### config.mk
export PLATFORM = sky130hd
export DESIGN_NAME = uart_rx_gap_timer_match
export DESIGN_NICKNAME = d
export VERILOG_FILES = /design/src/gap_match_pkg.sv /design/src/uart_rx_gap_timer_match.sv
export SDC_FILE = /design/constraint.sdc
export NUM_CORES = 1
export LEC_CHECK = 0
export BUFFER_PORTS_ARGS = -buffer_cell sky130_fd_sc_hd__buf_2
export CAP_MARGIN = 10
export CORE_UTILIZATION = 57
export DETAILED_ROUTE_END_ITERATION = 8
export PLACE_DENSITY_LB_ADDON = 0.25
export SKIP_LAST_GASP = 1
export SYNTH_ARGS = -nofsm -noshare
export SYNTH_HDL_FRONTEND = slang
export SYNTH_SLANG_ARGS = --single-unit
export TNS_END_PERCENT = 10
### constraint.sdc
create_clock -name hclk -period 2.6 [get_ports hclk]
set_input_delay 0.13 -clock hclk [delete_from_list [all_inputs] [get_ports hclk]]
set_output_delay 0.13 -clock hclk [all_outputs]
set_load 0.02 [all_outputs]
### src/gap_match_pkg.sv
// Constants for the receive character gap timer and match comparator
package gap_match_pkg;
    // --------------------------------------------------------------
    // Register byte addresses
    // --------------------------------------------------------------
    localparam logic [31:0] ADDR_GAP_TIMER = 32'h9020_0018;
    localparam logic [31:0] ADDR_MATCH = 32'h9020_001c;
    localparam logic [31:0] ADDR_MASK = 32'h9020_0020;
    localparam logic [31:0] ADDR_FLOW_CTRL = 32'h9020_0024;
    // --------------------------------------------------------------
    // Field layout
    // --------------------------------------------------------------
    localparam int GAP_ENABLE_BIT = 31;
    localparam int GAP_THRESH_W = 20;
    localparam logic [19:0] GAP_THRESH_MAX = 20'h7_ffff;
    localparam int NUM_ENTRIES = 4;
    localparam int BYTE_W = 8;
    localparam int ACTION_W = 2;
    localparam int FLOW_STATE_LSB = 8;
    // --------------------------------------------------------------
    // Reset values
    // --------------------------------------------------------------
    localparam logic [31:0] GAP_TIMER_RESET = 32'h0000_0000;
    localparam logic [31:0] MATCH_RESET = 32'h0000_0000;
    localparam logic [31:0] MASK_RESET = 32'h0000_0000;
    localparam logic [7:0] ACTIONS_RESET = 8'haa;
    localparam logic [1:0] FLOW_STATE_RESET = 2'h2;
    // --------------------------------------------------------------
    // Flow actions and timing
    // --------------------------------------------------------------
    localparam logic [1:0] ACTION_HW_XON = 2'h2;
    localparam logic [1:0] ACTION_HW_XOFF = 2'h3;
    localparam int CLK_PERIOD_NS = 40;
    localparam int GAP_TICK_DIV = 4;
    localparam logic [1:0] PRESCALE_LAST = 2'(GAP_TICK_DIV - 1);
    localparam logic [1:0] HTRANS_NONSEQ = 2'h2;
    localparam logic [31:0] READ_ZERO = 32'h0000_0000;
endpackage

### src/uart_rx_gap_timer_match.sv
// Receive character gap timer and four-entry receive match comparator
//
// The AHB-Lite slave port was chosen for this implementation.
`timescale 1ns/1ps
// --------------------------------------------------------------
// Notes on behaviour
// - Each received character restarts the gap timer
// - Threshold reached closes the current receive buffer
// - Bit 31 enables timer, resets to zero
// - Threshold is bits 19:0, max 0x7FFFF
// - Tick every four clocks, expire after threshold+1
// - Timer runs on divided system oscillator clock
// - Interval spans roughly 0.16us to 0.084s
// - Four match bytes, byte one highest, reset zero
// - Mask bit one excludes that bit position
// - Mask byte n pairs with match byte n
// - Entry action 10/11 sets XON/XOFF on match
// --------------------------------------------------------------
module uart_rx_gap_timer_match (
    input wire logic hclk,
    input wire logic hresetn,
    input wire logic hsel,
    input wire logic [31:0] haddr,
    input wire logic [1:0] htrans,
    input wire logic hwrite,
    input wire logic [2:0] hsize,
    input wire logic [31:0] hwdata,
    input wire logic hready,
    output logic hreadyout,
    output logic hresp,
    output logic [31:0] hrdata,
    input wire logic rx_char_valid,
    input wire logic [7:0] rx_char_data,
    output logic buffer_close,
    output logic [3:0] match_hit,
    output logic [1:0] flow_state
);
    // --------------------------------------------------------------
    // Register bus
    // --------------------------------------------------------------
    logic gap_timer_enable;
    logic [19:0] char_gap_threshold;
    logic [31:0] match_bytes;
    logic [31:0] mask_bytes;
    logic [7:0] match_actions;
    logic wr_pending;
    logic [31:0] wr_addr;
    logic addr_phase;
    logic [31:0] next_rdata;

    // Address phase counts only while the bus is ready; idle cycles are ignored
    assign addr_phase = hsel && hready && htrans == gap_match_pkg::HTRANS_NONSEQ;

    // Zero wait states, always OKAY
    always_ff @(posedge hclk or negedge hresetn) begin
        if (!hresetn) begin
            hreadyout <= 1'b1;
            hresp <= 1'b0;
        end else begin
            hreadyout <= 1'b1;
            hresp <= 1'b0;
        end
    end

    // Writes land one edge later, once hwdata stands in the data phase
    always_ff @(posedge hclk or negedge hresetn) begin
        if (!hresetn) begin
            wr_pending <= 1'b0;
            wr_addr <= gap_match_pkg::READ_ZERO;
        end else begin
            wr_pending <= addr_phase && hwrite;
            wr_addr <= haddr;
        end
    end

    // Unmapped addresses read zero; unused gap bits read zero
    always_comb begin
        next_rdata = gap_match_pkg::READ_ZERO;
        if (haddr == gap_match_pkg::ADDR_GAP_TIMER) begin
            next_rdata[gap_match_pkg::GAP_ENABLE_BIT] = gap_timer_enable;
            next_rdata[19:0] = char_gap_threshold;
        end else if (haddr == gap_match_pkg::ADDR_MATCH) begin
            next_rdata = match_bytes;
        end else if (haddr == gap_match_pkg::ADDR_MASK) begin
            next_rdata = mask_bytes;
        end else if (haddr == gap_match_pkg::ADDR_FLOW_CTRL) begin
            next_rdata[7:0] = match_actions;
            next_rdata[9:8] = flow_state;
        end
    end

    // Read data launches at the address edge and stands through the data phase
    always_ff @(posedge hclk or negedge hresetn) begin
        if (!hresetn) begin
            hrdata <= gap_match_pkg::READ_ZERO;
        end else if (addr_phase && !hwrite) begin
            hrdata <= next_rdata;
        end
    end

    // Threshold above the software limit is stored as written
    // gap register fields
    always_ff @(posedge hclk or negedge hresetn) begin
        if (!hresetn) begin
            gap_timer_enable <= gap_match_pkg::GAP_TIMER_RESET[31];
            char_gap_threshold <= gap_match_pkg::GAP_TIMER_RESET[19:0];
        end else if (wr_pending && wr_addr == gap_match_pkg::ADDR_GAP_TIMER) begin
            gap_timer_enable <= hwdata[gap_match_pkg::GAP_ENABLE_BIT];
            char_gap_threshold <= hwdata[19:0];
        end
    end

    always_ff @(posedge hclk or negedge hresetn) begin
        if (!hresetn) begin
            match_bytes <= gap_match_pkg::MATCH_RESET;
            mask_bytes <= gap_match_pkg::MASK_RESET;
        end else if (wr_pending && wr_addr == gap_match_pkg::ADDR_MATCH) begin
            match_bytes <= hwdata;
        end else if (wr_pending && wr_addr == gap_match_pkg::ADDR_MASK) begin
            mask_bytes <= hwdata;
        end
    end

    always_ff @(posedge hclk or negedge hresetn) begin
        if (!hresetn) begin
            match_actions <= gap_match_pkg::ACTIONS_RESET;
        end else if (wr_pending && wr_addr == gap_match_pkg::ADDR_FLOW_CTRL) begin
            match_actions <= hwdata[7:0];
        end
    end

    // --------------------------------------------------------------
    // Character gap timer
    // --------------------------------------------------------------
    // hclk is the divided oscillator clock; range follows from width
    logic [1:0] prescale;
    logic [19:0] gap_cnt;
    logic armed;
    logic tick;
    logic expire;

    // A zero threshold closes four clocks after the character
    assign tick = prescale == gap_match_pkg::PRESCALE_LAST;
    // A character in the expiry cycle wins: restart rather than close
    assign expire = gap_timer_enable && armed && tick && gap_cnt == char_gap_threshold && !rx_char_valid;

    always_ff @(posedge hclk or negedge hresetn) begin
        if (!hresetn) begin
            prescale <= 2'h0;
        end else if (!gap_timer_enable || rx_char_valid) begin
            prescale <= 2'h0;
        end else begin
            prescale <= prescale + 2'h1;
        end
    end

    // restart on character, hold zero when disabled
    always_ff @(posedge hclk or negedge hresetn) begin
        if (!hresetn) begin
            gap_cnt <= 20'h0_0000;
            armed <= 1'b0;
        end else if (!gap_timer_enable) begin
            gap_cnt <= 20'h0_0000;
            armed <= 1'b0;
        end else if (rx_char_valid) begin
            gap_cnt <= 20'h0_0000;
            armed <= 1'b1;
        end else if (expire) begin
            gap_cnt <= 20'h0_0000;
            armed <= 1'b0;
        end else if (armed && tick) begin
            gap_cnt <= gap_cnt + 20'h0_0001;
        end
    end

    // close buffer once, on the threshold+1 tick
    always_ff @(posedge hclk or negedge hresetn) begin
        if (!hresetn) begin
            buffer_close <= 1'b0;
        end else begin
            buffer_close <= expire;
        end
    end

    // --------------------------------------------------------------
    // Match comparator
    // --------------------------------------------------------------
    logic [3:0] entry_eq;
    logic [1:0] next_flow;

    // Masked compare, shared by every entry and by the second and third entry checks below
    function automatic logic masked_hit(input logic [7:0] c, input logic [7:0] pat, input logic [7:0] msk);
        masked_hit = ((c ^ pat) & ~msk) == 8'h00;
    endfunction

    // match_hit bit i reports entry i+1, whose byte sits in the top lane first
    // masked compare, every entry in parallel
    for (genvar i = 0; i < gap_match_pkg::NUM_ENTRIES; i++) begin : g_entry
        localparam int HI = 31 - i * gap_match_pkg::BYTE_W;
        assign entry_eq[i] = masked_hit(rx_char_data, match_bytes[HI -: 8], mask_bytes[HI -: 8]);
    end

    // Registered so match_hit lines up with flow_state one edge after the character

    always_ff @(posedge hclk or negedge hresetn) begin
        if (!hresetn) begin
            match_hit <= 4'h0;
        end else begin
            match_hit <= rx_char_valid ? entry_eq : 4'h0;
        end
    end

    // first enabled matching entry wins; hardware beats software write
    always_comb begin
        next_flow = flow_state;
        if (wr_pending && wr_addr == gap_match_pkg::ADDR_FLOW_CTRL) begin
            next_flow = hwdata[9:8];
        end
        if (rx_char_valid) begin
            for (int k = gap_match_pkg::NUM_ENTRIES - 1; k >= 0; k--) begin
                if (entry_eq[k] && match_actions[2 * k + 1]) begin
                    next_flow = match_actions[2 * k +: 2];
                end
            end
        end
    end

    // Software may force any state; the next enabled match overrides it
    always_ff @(posedge hclk or negedge hresetn) begin
        if (!hresetn) begin
            flow_state <= gap_match_pkg::FLOW_STATE_RESET;
        end else begin
            flow_state <= next_flow;
        end
    end
endmodule

==> metrics, run 1 <==
Vias=6,490; HPWL after DPL=14.9 mm; Synth top area share=0.539; vias in the first global route=6,704; Hold EP=match_actions[2]; antenna violations before repair=2; synth top area cells=dfrtp_1, mux2_2, xnor2_1; type of origin of the critical path=register; P&R area growth vs syn=25.3%; # H-tree levels=4; total gr overflow=0; endpoint class of the critical path=register; max cap viols=0; Tightest Pin Transition=854 ps; core area=14,500 µm²; status=completed; critical path fanouts, max=16; Post-DP Area=9350 µm²; count of buffers from port buffering=118; share of cells above drive strength 1=0.307; Die Y-Extent=124 µm; largest net degree at the start of global routing=65; Cell Area, Synth=8500 µm²; Register Area=4710 µm²; Initial Util=0.585; Peak supply drop=0.591 mV; Seq/Total Area, Yosys=0.554; TNS Setup=0 ps; Synth Instances=704; Mean Syn Cell Area=12.1 µm²; DR vias/cell=5.98; CTS tree=built; Leakage Power=4.93 nW; clock latency on the worst-skew pair=430 ps; Final Util=0.733; Antenna Violating Nets Remaining=0; GRT Total Usage=0.315; Rows=44; Final Skew=11.2 ps; die span in x=124 µm; Reg2Reg Setup Slack=30 ps; worst-case headroom to the max-slew limit=0.429; Final Cell Area=10,700 µm²; Filler Cells Inserted=981; Main synth FF type=dfrtp_1; R2R Path End=match_bytes[30]; Clock Path Buffers=2; Final Wtd Congestion=0.850; Async S/R FF share, synth=1.00; Power Dens Cells=594 nW/µm²; # setup viols final=0; first-pass GRT wire length=35.3 mm; Hold Crit Class=in2reg; # nets final=969; Hold Crit Depth=2; R2R depth=6; Seq cells post-synth=188; RSZ-0062 raised after global routing=false; Clock Root Buffer=clkbuf_16; final hold vios=0; Hold Crit Start=hwdata[2]; Synth area leader=dfrtp_1; clock transition at the registers of the reported paths=70 ps; post-layout power=6.33 mW; total clock sinks=188; syn nets=789; count of cell types in the netlist=52; Achievable Freq=390 MHz; Arrival @ worst endpoint=2880 ps; fin crit share=0.987; cts bufs inserted=17; final WL=23.2 mm; area of the multi-input gates=3580 µm²; drt first pass iters=5; DRC viols=0; Tmin final=2570 ps; setup bufs post-CTS=0; DRT iter0 DRCs=420; synth warn=0; Die Area=15,400 µm²; Slew Viols, Final=0; Avg WL per Cell=21.4 µm; launching point of the worst reg2reg path=wr_addr[1]; Post-synth EDFFs=0; Worst Path Required=2920 ps; # IOs=124; critical path type=reg2reg
## cells by family after synthesis
family          Yosys count  share of synthesized area
other cells               2                   0.000884
mux                     103                      0.147
buf+inv                  48                     0.0299
flops                   188                      0.554
fa+ha+maj                 2                    0.00294
compound gates          118                     0.0874
simple gates            172                      0.104
xor+xnor                 71                     0.0732
## state kept, by name (all words and copies together) (netlist names)
name                flops
flow_state              2
wr_addr                32
match_hit               4
gap_cnt                20
match_bytes            32
match_actions           8
armed                   1
mask_bytes             32
buffer_close            1
char_gap_threshold     20
gap_timer_enable        1
hrdata                 32
wr_pending              1
prescale                2
## per-layer routing
metal,GRT usage,part of all wire
met1,0.397,0.42
met2,0.517,0.49
met3,0.0559,0.053
met4,0.173,0.039
met5,0,0
## how the worst max path moves through the flow
stage / startpoint / depth (start not counted) / end / slack (ps)
after global routing: wr_addr[1] / 6 / match_bytes[30] / 20
after CTS: wr_addr[1] / 6 / match_bytes[8] / 40
after floorplan: wr_addr[1] / 7 / match_bytes[0] / 280
after global placement: wr_addr[1] / 6 / match_bytes[5] / 100
final: wr_addr[1] / 6 / match_bytes[30] / 30
after detailed placement: wr_addr[20] / 6 / match_bytes[14] / 80
## cell usage after synthesis (2+ instances only)
cell type,n
buf_4,2
nand3_1,20
mux2i_1,10
o22ai_1,18
dfstp_2,5
a21oi_1,15
ha_1,2
nand3b_1,2
buf_2,8
and3_1,7
or3_1,2
clkbuf_1,28
o21ai_0,35
mux2_4,28
nor2b_1,2
nor3_1,3
a2bb2oi_1,11
buf_12,3
nor3b_1,2
a31oi_1,12
nor4_1,10
or4_1,2
nand4_1,7
mux2_1,3
and2_1,5
conb_1,2
dfrtp_1,183
nor2_1,30
a22oi_1,22
nand2_1,62
nand2b_1,2
nor4b_1,6
xor2_1,17
inv_1,6
xnor2_1,54
mux2_2,62
## placed cells by master, fill, tap and decap left out, types with 3 or more instances in the layout
cell / n
inv_1: 6
mux2_4: 28
mux2i_1: 10
o22ai_1: 18
dfrtp_1: 183
clkinvlp_4: 3
diode_2: 4
a31oi_1: 12
nand3_1: 20
buf_4: 14
o21ai_0: 35
buf_12: 6
a21oi_1: 15
xnor2_1: 54
a22oi_1: 22
and2_1: 5
and3_1: 7
nor4b_1: 4
nand2_1: 62
buf_2: 117
mux2_1: 3
xor2_1: 17
dlygate4sd3_1: 64
nand4_1: 7
clkbuf_16: 18
mux2_2: 62
nor4_1: 10
a2bb2oi_1: 11
clkbuf_8: 5
dfstp_2: 5
nor2_1: 30
## power breakdown
group | total [mW] | internal, mW | leakage, nW | switching [mW]
registers | 3.10 | 3.03 | 2.43 | 0.0769
clock network | 2.65 | 1.54 | 0.291 | 1.11
logic | 0.574 | 0.267 | 2.21 | 0.307
total | 6.33 | 4.84 | 4.93 | 1.49
## per-stage QoR
step	hold WS, ps	cells	setup WS [ps]
final	24.8	1085	33.8
after global routing	7.69	1084	22.8
after CTS	3.93	1079	41.0
after detailed placement	131	984	78.9
after global placement	122	984	103
after floorplan	-166	704	284
## worst max-delay path, stage by stage (launching register included)
cell	delay [ps]
dfrtp_1	390
or4b_4	580
nor4_4	340
nand2_1	160
or3_4	440
clkbuf_16	220
mux2_4	310
## cell type report
type,count,share of cell area
sequential,188,0.442
inverter,6,0.00211
multi-input combinational,468,0.336
timing repair buffer,203,0.140
clock buffer,23,0.0468
antenna,4,0.000940
clock inverter,9,0.0103
tap,184,0.0216
## repair_timing
action / CTS / global route
endpoints found under the hold margin: 164 / 3
resized for setup: 0 / 3
hold buffers: 63 / 1
endpoints found under the setup margin: 0 / 64
(Power assumes the default switching activity.)
==> run 2, diff against run 1 <==
- CORE_UTILIZATION: 57 -> 62
- clock period: 2.6 -> 3.31 ns (I/O delays scaled with it)
==> run 2 against run 1 <==
- power decreased by 22%
- the flow now finishes with violations (hold timing)
- clock skew about the same
- critical path type unchanged
- largest cell class unchanged
- first-iteration DRC count increased by 37%
- die area decreased by 7.9%
==> metrics, run 2 (same netlist as run 1, synthesis figures left out) <==
# setup viols final=0 (unchanged); Die Y-Extent=119 µm (-4.0%); Die Area=14,200 µm² (-7.9%); Hold WS=-1.89 ps (-26.7 ps); Hold EP=mask_bytes[15]; clock transition at the registers of the reported paths=70 ps (about the same); CTS resizes=0 (unchanged); share of cells above drive strength 1=0.304 (-0.00223); Cell Int Power=3.70 mW (-24%); vias in the first global route=6,513 (-2.8%); switching share of power=0.249 (+0.0130); type of origin of the critical path=register; first-pass GRT wire length=34.9 mm (-1.0%); Clock Path Buffers=2 (unchanged); final worst slack=554 ps (+520 ps); # H-tree levels=4 (unchanged); count of buffers from port buffering=118 (unchanged); critical path type=reg2reg; cts hold-fix bufs=49 (-22%); most common cell after layout, fill and taps aside=dfrtp_1; die span in x=119 µm (-4.0%); Reg2Reg Setup Slack=550 ps (+520 ps); HPWL after DPL=14.3 mm (-4.1%); core area=13,300 µm² (-8.5%); P&R area growth vs syn=21.4%; combinational group share of total power=0.087 (-0.004); Worst Path Required=3630 ps (+710 ps); Slew Viols, Final=0 (unchanged); DRC viols=0 (unchanged); Initial Util=0.639 (+0.0545); failing checks=hold timing; launching point of the worst reg2reg path=wr_addr[1]; Hold Crit Depth=2 (unchanged); top cell family by delay on the critical path=simple AND/OR/NAND/NOR gates; largest net degree at the start of global routing=78 (+20%); crit-path max cell delay=560 ps (-20 ps); CTS tree=built; Vias=6,440 (-0.77%); Tmin final=2760 ps (+190 ps); Power Dens Cells=477 nW/µm² (-20%); Seq pwr share=0.495 (+0.005); P_sw=1.22 mW (-18%); final hold vios=2 (+2); leading cell types in the layout, fill and taps excluded=dfrtp_1, buf_2, mux2_2, nand2_1, xnor2_1; Final Wtd Congestion=0.865 (+1.8%); critical path fanouts, max=33 (+17); Antenna Violating Nets Remaining=0 (unchanged); # nets final=946 (-2.4%); dpl ws=600 ps (+521 ps); critical-path cell list=or4b_4 -> nor4_2 -> nand2_1 -> or3_2 -> buf_4 -> mux2_4; endpoint class of the critical path=register; Critical-path top delay cell=or4b_4; setup bufs post-CTS=0 (unchanged); CP Buf/Inv Count=1 (unchanged); Achievable Freq=363 MHz (-6.9%); final WL=22.0 mm (-5.1%); total gr overflow=0 (unchanged); Arrival @ worst endpoint=3080 ps (+200 ps); DRT iter0 DRCs=577 (+37%); R2R Path End=match_bytes[11]; status=finished with violations; drt first pass iters=5 (unchanged); Clock Root Buffer=clkbuf_16; RSZ-0062 raised after global routing=false; R2R depth=6 (unchanged); cts bufs inserted=17 (unchanged); # IOs=124 (unchanged); Clock Power Share=0.418 (about the same); Peak supply drop=0.387 mV (-35%); Placed Instances=968 (-1.6%); Leakage Power=4.77 nW (-3.4%); DR vias/cell=6.11 (+2.1%); Tightest Pin Transition=967 ps (+113 ps); Hold Crit Class=in2reg; worst-case headroom to the max-slew limit=0.349 (-0.0795); Rows=42 (-4.5%); clock latency on the worst-skew pair=450 ps (+20 ps); max cap viols=0 (unchanged); GRT Total Usage=0.329 (+0.0137); total clock sinks=188 (unchanged); worst setup path start=wr_addr[1]; Final Util=0.776 (+0.0432); Filler Cells Inserted=817 (-17%); TNS Setup=0 ps (unchanged); post-route insts no fill=1,054 (-2.9%); Avg WL per Cell=20.9 µm (-2.3%); Final Skew=11.1 ps (-0.144 ps); Hold Crit Start=hwdata[15]; antenna violations before repair=4 (+2); fin crit share=0.833 (-0.154)
-- run 2: routing by layer --
layer,routed length (µm),vias to the layer above,track usage
met1,8950,3223,0.424
met5,0,-,0
met3,1620,69,0.0608
met4,731,0,0.156
met2,10700,333,0.540
li1,-,2815,-
-- run 2: worst max-delay path by stage --
stage,slack [ps],endpoint,cells after the start
final,550,match_bytes[11],6
after global routing,490,hrdata[13],7
after CTS,590,match_bytes[11],6
after detailed placement,600,match_bytes[15],6
after global placement,660,match_bytes[6],6
after floorplan,990,match_bytes[0],7
-- run 2: power by group through the flow --
| stage | clock (mW) | combinational (mW) | sequential, mW |
|---|---|---|---|
| after floorplan | 0 | 0.155 | 2.50 |
| after global placement | 0 | 0.364 | 2.47 |
| after detailed placement | 0 | 0.377 | 2.47 |
| after CTS | 2.05 | 0.425 | 2.43 |
| after global routing | 2.15 | 0.462 | 2.44 |
| final | 2.06 | 0.429 | 2.44 |
-- run 2: layout make-up --
class | instances | area [µm²] | share of cell area
Antenna cell | 4 | 10.0 | 0.000970
Clock buffer | 17 | 425 | 0.0412
Clock inverter | 15 | 166 | 0.0161
Inverter | 6 | 22.5 | 0.00218
Multi-Input combinational cell | 468 | 3560 | 0.345
Sequential cell | 188 | 4710 | 0.457
Tap cell | 176 | 220 | 0.0213
Timing Repair Buffer | 180 | 1200 | 0.116
-- run 2: per-stage QoR --
step           instance area (µm²)  power [mW]
6_report                     10300        4.92
5_1_grt                      10300        5.06
4_1_cts                      10300        4.91
3_5_place_dp                  9220        2.85
3_3_place_gp                  9220        2.84
2_1_floorplan                 8500        2.65
==> run 3, diff against run 2 <==
- ABC_AREA: default -> 1
- CORE_UTILIZATION: 62 -> 58
- clock period: 3.31 -> 2.87 ns (I/O delays scaled with it)
==> run 3 against run 2 <==
- the run now ends clean
- cell count up 49%
- critical path depth up 2
- register-to-register slack better by 60 ps
- largest power group unchanged
- clock power up 11%
- power up 11%
- core utilization down 6.4 points
- worst setup slack better by 58 ps
- sequential power up 12%
- sequential share of layout area down 3.8 points
- first-iteration DRC count up 15%
- global-route usage down 1.2 points
==> metrics, run 3 <==
status=completed; Avg WL per Cell=15.7 µm (-25%); Worst Path Required=3160 ps (-470 ps); most common cell after layout, fill and taps aside=nand2_1; DR vias/cell=5.35 (-12%); Worst path depth=8 (+2); DRC viols=0 (unchanged); CTS resizes=0 (unchanged); endpoint class of the critical path=register; Die Y-Extent=129 µm (+8.5%); GRT Total Usage=0.317 (-0.0124); Tmin final=2260 ps (-498 ps); Seq/Total Area, Yosys=0.502 (-0.0525); clock transition at the registers of the reported paths=70 ps (about the same); # H-tree levels=4 (unchanged); critical path endpoint=mask_bytes[3]; Peak supply drop=0.435 mV (+13%); max cap viols=0 (unchanged); Reg2Reg Setup Slack=610 ps (+60 ps); crit-path max cell delay=560 ps (about the same); area of the multi-input gates=3910 µm² (+9.6%); Rows=46 (+9.5%); share of cells above drive strength 1=0.172 (-0.132); Filler Cells Inserted=1,234 (+51%); syn nets=1,263 (+60%); total clock sinks=188 (unchanged); drt first pass iters=5 (unchanged); Clock Root Buffer=clkbuf_16; Vias=8,424 (+31%); worst-case headroom to the max-slew limit=0.417 (+0.0683); R2R Path End=mask_bytes[3]; Register Area=4710 µm² (unchanged); vias in the first global route=8,021 (+23%); HPWL after DPL=16.7 mm (+17%); antenna violations before repair=0 (-4); cts bufs inserted=17 (unchanged); post-route insts no fill=1,574 (+49%); top post-synthesis cells by count=nand2_1, dfrtp_1, inv_1; final hold vios=0 (-2); Final Wtd Congestion=0.884 (+2.2%); largest net degree at the start of global routing=91 (+17%); total gr overflow=0 (unchanged); # IOs=124 (unchanged); setup bufs post-CTS=0 (unchanged); P&R area growth vs syn=19.9%; Leakage Power=6.05 nW (+27%); DRT iter0 DRCs=663 (+15%); # nets final=1,430 (+51%); Final Skew=7.54 ps (-3.55 ps); Synth Instances=1,178 (+67%); die span in x=129 µm (+8.5%); ANT cells=0 (-4); Async S/R FF share, synth=1.00 (unchanged); Synth top area share=0.488 (-0.0511); Mean Syn Cell Area=7.97 µm² (-34%); Initial Util=0.593 (-0.0461); launching point of the worst reg2reg path=wr_addr[13]; Cell Area, Synth=9390 µm² (+10%); leading cell types in the layout, fill and taps excluded=nand2_1, dfrtp_1, inv_1; critical-path cell list=nor2_1 -> nand2_1 -> nor2_1 -> nand3_1 -> or4_2 -> buf_4 -> nand2_1 -> o21ai_2; critical path fanouts, max=64 (+94%); Achievable Freq=443 MHz (+22%); Critical-path top delay cell=or4_2; Main synth FF type=dfrtp_1; TNS Setup=0 ps (unchanged); cts hold-fix bufs=57 (+16%); Clock Path Buffers=2 (unchanged); Placed Instances=1,485 (+53%); critical path type=reg2reg; RSZ-0062 raised after global routing=false; Seq cells post-synth=188 (unchanged); CTS tree=built; count of cell types in the netlist=43 (-17%); Power Dens Cells=485 nW/µm² (+1.7%); first-pass GRT wire length=39.9 mm (+14%); # setup viols final=0 (unchanged); most frequent cell after synthesis=nand2_1; worst setup path start=wr_addr[13]; Arrival @ worst endpoint=2550 ps (-530 ps); Synth area leader=dfrtp_1; Die Area=16,700 µm² (+18%); synth warn=0 (unchanged); Tightest Pin Transition=874 ps (-93.5 ps); core area=15,800 µm² (+19%); final WL=24.7 mm (+12%); R2R depth=8 (+2); CP Buf/Inv Count=1 (unchanged); Slew Viols, Final=0 (unchanged); fin crit share=0.787 (-0.0457); Post-synth EDFFs=0 (unchanged); clock latency on the worst-skew pair=430 ps (-20 ps); type of origin of the critical path=register; Antenna Violating Nets Remaining=0 (unchanged); post-layout power=5.46 mW (+11%); count of buffers from port buffering=118 (unchanged); Hold Crit Class=in2reg; top cell family by delay on the critical path=simple AND/OR/NAND/NOR gates; synth top area cells=dfrtp_1, nand2_1, nand3_1
run 3: cell type report:
| class | count | share of cell area |
|---|---|---|
| repair buffers | 188 | 0.114 |
| flip-flops and latches | 188 | 0.418 |
| well taps | 216 | 0.0240 |
| multi-input cells | 810 | 0.347 |
| clock inverters | 12 | 0.0101 |
| clock buffers | 20 | 0.0406 |
| inverters | 140 | 0.0467 |
run 3: worst min-delay path by stage:
| stage | startpoint | end | slack [ps] | depth (start not counted) |
|---|---|---|---|---|
| final | hwdata[13] | mask_bytes[13] | 4 | 3 |
| after global routing | hwdata[13] | mask_bytes[13] | 10 | 3 |
| after CTS | hwdata[13] | mask_bytes[13] | 0.6 | 3 |
| after detailed placement | hresetn | wr_addr[11] | 260 | 1 |
| after global placement | hresetn | wr_addr[13] | 250 | 1 |
| after floorplan | hresetn | armed | -150 | 0 |
run 3: cells by family after synthesis:
kind of cell | count (synthesis) | share of synthesized area
AOI/OAI and AO/OA | 150 | 0.0985
xor gates and xnor gates | 20 | 0.0187
adders and majority gates | 2 | 0.00266
buffers and inverters | 180 | 0.0830
DFF | 188 | 0.502
other | 2 | 0.000800
and+or+nand+nor | 636 | 0.295
run 3: worst reg2reg max path, delay by kind of cell, from the launching register on:
kind / cells / cell delay [ps]
and+or+nand+nor: 6 / 1280
AOI/OAI and AO/OA: 1 / 80
buffers and inverters: 1 / 400
DFF: 1 / 370
run 3: routing by layer:
layer | routed length, µm | share of wire | vias to the layer above | track usage
met5 | 0 | 0 | - | 0
met4 | 680 | 0.028 | 0 | 0.136
met3 | 1370 | 0.056 | 50 | 0.0462
met2 | 11700 | 0.47 | 303 | 0.508
met1 | 10900 | 0.44 | 3964 | 0.433
li1 | - | - | 4107 | -
run 3: through the flow:
stage	util	hold slack, ps	setup WS (ps)	cell area (µm²)
4_1_cts	0.712	0.552	600	11300
3_5_place_dp	0.639	263	641	10100
2_1_floorplan	-	-152	1220	9390
6_report	0.712	4.29	612	11300
5_1_grt	0.712	13.3	459	11300
3_3_place_gp	0.639	248	705	10100
run 3: power by group:
group          leakage (nW)  switching [mW]  internal [mW]
Combinational          3.73           0.270          0.165
Sequential             2.04          0.0261           2.71
Clock                 0.281            1.04           1.25
